==> src/design/angle_readout_pkg.sv <==
// shared constants, layouts and types of the angle readout and pwm block
package angle_readout_pkg;

	// serial register addresses
	localparam logic [5:0] ADDR_ANGLE_SHORT = 6'h20;
	localparam logic [5:0] ADDR_FIELD = 6'h2a;
	localparam logic [5:0] ADDR_ZCD_ANGLE = 6'h2e;
	localparam logic [5:0] ADDR_ANGLE_LONG = 6'h32;
	localparam logic [5:0] ADDR_WRITE_ADR = 6'h3c;

	// field positions of the short angle word
	localparam int ERR_BIT = 14;
	localparam int LOW_SUPPLY_BIT = 13;
	localparam int PARITY_BIT = 12;
	localparam int SHORT_ANGLE_MSB = 11;
	localparam int LONG_ANGLE_MSB = 14;
	localparam int SHORT_DROP = 3;

	// reset values
	localparam logic [15:0] WORD_RESET = 16'h0000;
	localparam logic [7:0] WRITE_ADR_RESET = 8'h00;
	localparam logic [14:0] ANGLE_RESET = 15'h0000;

	// timing: printed figures and derived cycle counts
	localparam int CLK_PERIOD_PS = 5000;
	localparam int ANGLE_PERIOD_NS = 1000;
	localparam int ZCD_PERIOD_NS = 32000;
	localparam int FIELD_PERIOD_NS = 128000;
	localparam int INIT_TIME_NS = 300000;
	localparam int ANGLE_CYCLES = ANGLE_PERIOD_NS * 1000 / CLK_PERIOD_PS;
	localparam int ZCD_CYCLES = ZCD_PERIOD_NS * 1000 / CLK_PERIOD_PS;
	localparam int FIELD_CYCLES = FIELD_PERIOD_NS * 1000 / CLK_PERIOD_PS;
	localparam int INIT_CYCLES = INIT_TIME_NS * 1000 / CLK_PERIOD_PS;

	// pwm carrier: period = quarters of 2.5 us
	localparam int QUARTER_NS = 2500;
	localparam int QUARTER_CYCLES = QUARTER_NS * 1000 / CLK_PERIOD_PS;
	localparam int LEAD_PER_QUARTER = QUARTER_CYCLES / 20;
	localparam int SPAN_PER_QUARTER = QUARTER_CYCLES * 9 / 10;
	localparam logic [11:0] PERIOD_BASE_Q = 12'h070;
	localparam int BAND_SHIFT = 4;
	localparam int ANGLE_FRAC_BITS = 12;

	// nonvolatile configuration copied into shadow at power-up
	typedef struct packed {
		logic [14:0] zeroOffset;
		logic [3:0] carrierStepIndex;
		logic [2:0] carrierBand;
	} nvm_cfg_t;

	// one serial frame event, sampled on its first serial clock edge
	typedef struct packed {
		logic frameStart;
		logic write;
		logic [5:0] addr;
		logic [15:0] wdata;
	} serial_req_t;

	typedef enum logic [1:0] {
		ST_INIT = 2'b00,
		ST_LOAD = 2'b01,
		ST_RUN = 2'b10
	} boot_state_t;

endpackage

==> src/design/angle_readout.sv <==
// angle register file, serial readout and pwm output of the angle sensor
`timescale 1ns/1ps
`default_nettype none
// Operation
// - address angle_short_with_status reads zero, error, low supply, parity, 12-bit angle
// - address angle_long reads zero over the 15-bit angle
// - short word always carries three status bits; address picks resolution
// - pwm uses 12-bit angle; encoder and commutation use 15-bit angle
// - main angle register refreshes once per microsecond
// - read data captured at first serial edge, then held for frame
// - pwm latches angle once at each period start, at rising edge
// - secondary-path angle register updates every 32 microseconds
// - field strength at field_strength updates every 128 microseconds
// - power-up reloads shadow from nonvolatile memory, registers to default
// - power-up clears write address field and applies stored zero offset
// - duty cycle linear in angle from 5% to 95%
// - first 5% high, last 5% low, middle scales with angle
// - largest duty is 4095/4096 of span plus lead-in
// - carrier chosen by step index 0-15 and band 0-7
// - carrier follows the band-by-index table, 3125 Hz down to 98 Hz
// - pwm pin is open drain, high from external pull-up
// - zero offset subtracted from angle before every output
module angle_readout #(
	parameter int ZCD_CYCLES = angle_readout_pkg::ZCD_CYCLES,
	parameter int FIELD_CYCLES = angle_readout_pkg::FIELD_CYCLES,
	parameter int INIT_CYCLES = angle_readout_pkg::INIT_CYCLES
) (
	input wire logic ref_clk,
	input wire logic nrst,
	input wire logic [14:0] mainAngle,
	input wire logic [14:0] zcdAngle,
	input wire logic [15:0] fieldIn,
	input wire logic generalErrorFlag,
	input wire logic lowSupplyFlag,
	input wire angle_readout_pkg::nvm_cfg_t nvmCfg,
	input wire angle_readout_pkg::serial_req_t serialReq,
	output logic [15:0] rdData,
	output logic [7:0] writeAdr,
	output logic ready,
	output logic [14:0] encAngle,
	output logic pwmPeriodStart,
	output logic pwmPinOut,
	output logic pwmPinOe
);
	angle_readout_pkg::boot_state_t state;
	angle_readout_pkg::nvm_cfg_t shadow;
	logic [19:0] initCnt;
	logic [7:0] angleCnt;
	logic [19:0] zcdCnt;
	logic [19:0] fieldCnt;
	logic angleTick;
	logic zcdTick;
	logic fieldTick;
	logic [14:0] angleLong;
	logic [14:0] angleZcd;
	logic [15:0] fieldStrength;
	logic errLatch;
	logic lowLatch;
	logic [14:0] offsetMain;
	logic [14:0] offsetZcd;
	logic [15:0] shortWord;
	logic [11:0] angleShort;
	logic [15:0] readMux;

	// boot sequence: wait out initialisation, then copy nonvolatile config
	always_ff @(posedge ref_clk or negedge nrst) begin
		if (!nrst) begin
			state <= angle_readout_pkg::ST_INIT;
			initCnt <= 20'h00000;
		end else begin
			case (state)
				angle_readout_pkg::ST_INIT: begin
					if (initCnt >= 20'(INIT_CYCLES - 1)) begin
						state <= angle_readout_pkg::ST_LOAD;
					end else begin
						initCnt <= initCnt + 20'h00001;
					end
				end
				angle_readout_pkg::ST_LOAD: begin
					state <= angle_readout_pkg::ST_RUN;
				end
				angle_readout_pkg::ST_RUN: begin
					state <= angle_readout_pkg::ST_RUN;
				end
				default: begin
					state <= angle_readout_pkg::ST_INIT;
				end
			endcase
		end
	end

	assign ready = (state == angle_readout_pkg::ST_RUN);

	// shadow copy of the nonvolatile config, taken after reset release
	always_ff @(posedge ref_clk or negedge nrst) begin
		if (!nrst) begin
			shadow <= '0;
		end else if (state == angle_readout_pkg::ST_LOAD) begin
			shadow <= nvmCfg;
		end
	end

	// zero-position offset applied to both angle paths, modulo a turn
	assign offsetMain = mainAngle - shadow.zeroOffset;
	assign offsetZcd = zcdAngle - shadow.zeroOffset;

	// update ticks of the main path, secondary path and field reading
	always_ff @(posedge ref_clk or negedge nrst) begin
		if (!nrst) begin
			angleCnt <= 8'h00;
		end else if (!ready || angleTick) begin
			angleCnt <= 8'h00;
		end else begin
			angleCnt <= angleCnt + 8'h01;
		end
	end

	always_ff @(posedge ref_clk or negedge nrst) begin
		if (!nrst) begin
			zcdCnt <= 20'h00000;
		end else if (!ready || zcdTick) begin
			zcdCnt <= 20'h00000;
		end else begin
			zcdCnt <= zcdCnt + 20'h00001;
		end
	end

	always_ff @(posedge ref_clk or negedge nrst) begin
		if (!nrst) begin
			fieldCnt <= 20'h00000;
		end else if (!ready || fieldTick) begin
			fieldCnt <= 20'h00000;
		end else begin
			fieldCnt <= fieldCnt + 20'h00001;
		end
	end

	assign angleTick = ready
		&& (angleCnt == 8'(angle_readout_pkg::ANGLE_CYCLES - 1));
	assign zcdTick = ready && (zcdCnt == 20'(ZCD_CYCLES - 1));
	assign fieldTick = ready && (fieldCnt == 20'(FIELD_CYCLES - 1));

	// main angle and its status flags refresh together
	always_ff @(posedge ref_clk or negedge nrst) begin
		if (!nrst) begin
			angleLong <= angle_readout_pkg::ANGLE_RESET;
			errLatch <= 1'b0;
			lowLatch <= 1'b0;
		end else if (angleTick) begin
			angleLong <= offsetMain;
			errLatch <= generalErrorFlag;
			lowLatch <= lowSupplyFlag;
		end
	end

	// secondary-path angle register
	always_ff @(posedge ref_clk or negedge nrst) begin
		if (!nrst) begin
			angleZcd <= angle_readout_pkg::ANGLE_RESET;
		end else if (zcdTick) begin
			angleZcd <= offsetZcd;
		end
	end

	// field strength register
	always_ff @(posedge ref_clk or negedge nrst) begin
		if (!nrst) begin
			fieldStrength <= angle_readout_pkg::WORD_RESET;
		end else if (fieldTick) begin
			fieldStrength <= fieldIn;
		end
	end

	// short angle drops the low bits of the long one
	assign angleShort = angleLong[angle_readout_pkg::LONG_ANGLE_MSB:
		angle_readout_pkg::SHORT_DROP];
	assign encAngle = angleLong;

	// short word with status; parity makes the word's xor zero
	always_comb begin
		shortWord = angle_readout_pkg::WORD_RESET;
		shortWord[angle_readout_pkg::SHORT_ANGLE_MSB:0] = angleShort;
		shortWord[angle_readout_pkg::ERR_BIT] = errLatch;
		shortWord[angle_readout_pkg::LOW_SUPPLY_BIT] = lowLatch;
		shortWord[angle_readout_pkg::PARITY_BIT] =
			^{errLatch, lowLatch, angleShort};
	end

	// read decode; unmapped addresses read zero
	always_comb begin
		case (serialReq.addr)
			angle_readout_pkg::ADDR_ANGLE_SHORT: begin
				readMux = shortWord;
			end
			angle_readout_pkg::ADDR_ANGLE_LONG: begin
				readMux = {1'b0, angleLong};
			end
			angle_readout_pkg::ADDR_FIELD: begin
				readMux = fieldStrength;
			end
			angle_readout_pkg::ADDR_ZCD_ANGLE: begin
				readMux = {1'b0, angleZcd};
			end
			angle_readout_pkg::ADDR_WRITE_ADR: begin
				readMux = {8'h00, writeAdr};
			end
			default: begin
				readMux = angle_readout_pkg::WORD_RESET;
			end
		endcase
	end

	// read word frozen at the frame's first serial edge until the next read frame
	always_ff @(posedge ref_clk or negedge nrst) begin
		if (!nrst) begin
			rdData <= angle_readout_pkg::WORD_RESET;
		end else if (serialReq.frameStart && !serialReq.write) begin
			rdData <= readMux;
		end
	end

	// extended write address field, the only writable register here
	always_ff @(posedge ref_clk or negedge nrst) begin
		if (!nrst) begin
			writeAdr <= angle_readout_pkg::WRITE_ADR_RESET;
		end else if (!ready) begin
			writeAdr <= angle_readout_pkg::WRITE_ADR_RESET;
		end else if (serialReq.frameStart && serialReq.write
			&& serialReq.addr == angle_readout_pkg::ADDR_WRITE_ADR) begin
			writeAdr <= serialReq.wdata[7:0];
		end
	end

	// pwm output on the 12-bit angle, carrier from the shadow config
	pwm_carrier u_pwm (
		.ref_clk(ref_clk),
		.nrst(nrst),
		.enable(ready),
		.angle12(angleShort),
		.carrierStepIndex(shadow.carrierStepIndex),
		.carrierBand(shadow.carrierBand),
		.periodStart(pwmPeriodStart),
		.pinOut(pwmPinOut),
		.pinOe(pwmPinOe)
	);
endmodule // angle_readout
`default_nettype wire

==> src/design/pwm_carrier.sv <==
// open-drain pwm generator with angle-proportional duty cycle
`timescale 1ns/1ps
`default_nettype none
module pwm_carrier (
	input wire logic ref_clk,
	input wire logic nrst,
	input wire logic enable,
	input wire logic [11:0] angle12,
	input wire logic [3:0] carrierStepIndex,
	input wire logic [2:0] carrierBand,
	output logic periodStart,
	output logic pinOut,
	output logic pinOe
);
	logic [11:0] quarters;
	logic [20:0] periodCycles;
	logic [20:0] leadCycles;
	logic [33:0] spanProduct;
	logic [20:0] highCycles;
	logic [20:0] periodLatch;
	logic [20:0] highLatch;
	logic [20:0] cnt;
	logic atEnd;

	// period from band and step: base + 2^(band+4) + step<<band quarters
	always_comb begin
		quarters = angle_readout_pkg::PERIOD_BASE_Q
			+ (12'h001 << (4'(carrierBand)
			+ 4'(angle_readout_pkg::BAND_SHIFT)))
			+ (12'(carrierStepIndex) << carrierBand);
		periodCycles = 21'(quarters * 21'(angle_readout_pkg::QUARTER_CYCLES));
		leadCycles = 21'(quarters * 21'(angle_readout_pkg::LEAD_PER_QUARTER));
		spanProduct = 34'(quarters) * 34'(angle_readout_pkg::SPAN_PER_QUARTER)
			* 34'(angle12);
		// 5% lead plus angle/4096 of the 90% span
		highCycles = leadCycles
			+ 21'(spanProduct >> angle_readout_pkg::ANGLE_FRAC_BITS);
	end

	assign atEnd = (cnt == periodLatch - 21'h000001);
	assign periodStart = enable && (atEnd || periodLatch == 21'h000000);
	assign pinOut = 1'b0;

	// period counter; angle and carrier are latched at each period start
	always_ff @(posedge ref_clk or negedge nrst) begin
		if (!nrst) begin
			cnt <= 21'h000000;
			periodLatch <= 21'h000000;
			highLatch <= 21'h000000;
		end else if (!enable) begin
			cnt <= 21'h000000;
			periodLatch <= 21'h000000;
			highLatch <= 21'h000000;
		end else if (periodStart) begin
			cnt <= 21'h000000;
			periodLatch <= periodCycles;
			highLatch <= highCycles;
		end else begin
			cnt <= cnt + 21'h000001;
		end
	end

	// open drain: release for the high part, pull low for the rest
	always_ff @(posedge ref_clk or negedge nrst) begin
		if (!nrst) begin
			pinOe <= 1'b1;
		end else if (!enable) begin
			pinOe <= 1'b1;
		end else if (periodStart) begin
			pinOe <= 1'b0;
		end else begin
			pinOe <= (cnt + 21'h000001 >= highLatch);
		end
	end
endmodule // pwm_carrier
`default_nettype wire

==> config.mk <==
export PLATFORM = sky130hd
export DESIGN_NAME = angle_readout
export DESIGN_NICKNAME = d
export VERILOG_FILES = /design/src/design/angle_readout_pkg.sv /design/src/design/angle_readout.sv /design/src/design/pwm_carrier.sv
export SDC_FILE = /design/constraint.sdc
export NUM_CORES = 1
export LEC_CHECK = 0
export BUFFER_PORTS_ARGS = -buffer_cell sky130_fd_sc_hd__buf_2
export CORE_MARGIN = 2
export CORE_UTILIZATION = 35
export CTS_CLUSTER_SIZE = 24
export DETAILED_ROUTE_END_ITERATION = 10
export PLACE_DENSITY_LB_ADDON = 0.25
export SYNTH_ARGS = -nofsm -noshare
export SYNTH_HDL_FRONTEND = slang
export SYNTH_HIERARCHICAL = 1
export SYNTH_SLANG_ARGS = --single-unit
==> constraint.sdc <==
create_clock -name ref_clk -period 12.92 [get_ports ref_clk]
set_input_delay 2.584 -clock ref_clk [delete_from_list [all_inputs] [get_ports ref_clk]]
set_output_delay 2.584 -clock ref_clk [all_outputs]
set_load 0.005 [all_outputs]
==> metrics.yaml <==
crit_top_cell: "buf_4"
clock_latency_ns: 0.59
cts-htree-levels: 1
crit_path_max_fanout: 7
synth_compound_area_share_pct: 10.7
setup_viol: 0
antenna_found_initial: 2
start_util_pct: 35.3
route.detailed.drc: 0
synthSimpleGateAreaFrac_pct: 16.9
max-cap-violations: 0
multiInputGateArea_um2: 18600
final_nets: 3681
ys_warn_count: 6
clockBufferDepth: 3
core_area_um2: 71200
cp-start-kind: "register"
syn_to_final_growth_pct: 21.1
fmax_mhz: 78.3
hpwlAfterDp_mm: 49.2
critPathTopFamily: "adder cells"
drv_slew: 0
track_usage_pct: 17.2
routed_wl_mm: 63.2
synth_edf_count: 0
synth_area_leaders: "dfrtp_1 22%, fa_1 19%, ha_1 13%"
end_kind: "register"
path_class: "register to register"
fin_worst_skew_ns: 0.0256
avgRoutedWirePerCell_um: 15.6
die_area_um2: 74000
numCtsBuffers: 28
drt_first_iter_violations: 1045
place_area_um2: 28200
post_route_cells_drive_above_1_share_pct: 20.2
finalCritPeriodShare_pct: 98.8
arrival_ns: 13.21
gp_congestion: 0.828
grt_first_pass_wirelength_mm: 104
yosys.area.top_type: "dfrtp_1"
vias_per_cell: 4.86
hold_violations: 0
ys_ff_latch: 226
ff_latch_area_um2: 5660
clock-sinks: 226
synth_top_family_by_area: "adder cells"
path_buf_inv: 17
first_pass_iters: 5
worstMarginPinSlew_ns: 1.04
final_area_um2: 30400
chipWidth_um: 272
hold_buffers: 0
fp-row-count: 98
cpMaxStageDelayCell: "fa_1"
yosysMostFrequentCell: "inv_1"
syn-instance-count: 2793
grt_pass1_vias: 20000
syn_avg_cell_area_um2: 9.00
synth_xor_area_share_pct: 7.25
ant_nets: 0
cts-root-buf: "clkbuf_16"
rsz0062_at_grt: "true"
synth_cell_types: 81
min_period_ns: 12.77
grt_max_degree: 115
gr-total-overflow: 0
relSlewSlack_pct: 30.0
nFillCells: 7050
required_ns: 13.37
tritoncts: "yes"
status: "completed"
slowest_delay_ns: 0.58
synth.mux.area_fraction_pct: 3.33
yosysTopAreaCellShare_pct: 22.4
fin_util_pct: 42.7
vias: 19700
ys_seq_area_share_pct: 22.5
netlist_area_um2: 25100
dieHeight_um: 272
synth_commonest_cells: "389 x inv_1, 388 x nand2_1, 264 x ha_1, 234 x fa_1, 225 x dfrtp_1"
ys.flop_type: "dfrtp_1"
io_buffers: 129
async_flop_share_pct: 100
min_path_type: "register to register"
synth_fa_ha_area_share_pct: 31.8
path_clk_slew_ns: 0.06
ios: 139
## final cells by class
type | count | share of cell area [%]
diodes | 1 | 0.00822
clock buffers | 37 | 2.61
multi-input cells | 2075 | 61.2
well taps | 950 | 3.90
repair buffers | 367 | 8.36
clock inverters | 13 | 0.563
inverters | 389 | 4.80
flip-flops and latches | 226 | 18.6
## path summary, 6_finish.rpt
kind                                          from                           endpoint  slack [ns]  cells after the start
max                          shadow[1]$_DFFE_PN0N_    u_pwm/highLatch[20]$_DFFE_PN0P_        0.15                     60
min                        initCnt[16]$_DFFE_PN0P_            initCnt[16]$_DFFE_PN0P_        0.38                      0
max reg2reg                  shadow[1]$_DFFE_PN0N_    u_pwm/highLatch[20]$_DFFE_PN0P_        0.15                     60
min reg2reg                initCnt[16]$_DFFE_PN0P_            initCnt[16]$_DFFE_PN0P_        0.38                      0
max in group asynchronous                     nrst  u_pwm/periodLatch[19]$_DFFE_PN0P_        8.73                      3
min in group asynchronous                     nrst             shadow[15]$_DFFE_PN0N_        2.03                      1
## placed cells by master (no fill, tap or decap), drive strengths merged, types with 13 or more instances in the layout
cell,n
o21a,25
a211oi,15
nand2,388
dfrtp,225
xnor2,130
ha,264
nor4,16
and2,51
mux2i,33
o21bai,13
and3,47
a21boi,30
buf,367
nand4,19
nand2b,39
o21ai,111
nand3,62
nor3,34
inv,389
fa,234
nor2b,40
a31oi,14
xor2,78
a21o,27
nor2,127
mux2,45
a22o,14
a21oi,76
clkbuf,37
or3,17
## registers in the layout, summed over array words and instances (netlist names), 2 cells and up
register / count
angleZcd: 15
fieldCnt: 20
encAngle: 15
u_pwm/periodLatch: 19
fieldStrength: 16
angleCnt: 8
u_pwm/highLatch: 21
u_pwm/cnt: 21
shadow: 22
initCnt: 20
zcdCnt: 20
writeAdr: 8
rdData: 16
state: 2
## metal layers
layer	wire length, µm	part of all wire, %	vias to the layer above	track usage [%]
met5	7	0.011	-	0
met4	1170	1.8	2	3.57
met3	2230	3.5	65	1.97
met2	30600	48	289	29.5
met1	29200	46	9635	23.4
li1	-	-	9739	-
## metrics by stage
step	setup TNS (ns)	std cells	setup WS [ns]	hold WS, ns
after floorplan	0	2797	0.00303	0.425
after global placement	-3.00	3968	-0.698	0.365
after detailed placement	-3.17	3968	-0.731	0.369
after CTS	-0.120	4041	-0.120	0.382
after global routing	-0.867	4058	-0.438	0.389
final	0	4058	0.154	0.377
## kinds of logic (layout without fill, tap and decap cells)
group / Yosys count / after routing
flops: 226 / 226
mux: 78 / 78
simple gates: 881 / 881
fa+ha+maj: 499 / 499
compound gates: 404 / 404
xor+xnor: 208 / 208
buf+inv: 496 / 806
other cells: 1 / 6
## what timing repair did
item,CTS,global route
gates cloned,0,0
endpoints found under the setup margin,7,12
hold endpoints to repair,0,0
gates resized for setup,48,137
setup buffers,23,17
pin swaps,35,109
Power is left out: the tool's default activity adds up to more than one toggle a clock period on the data nets, which glitch-free logic cannot reach.
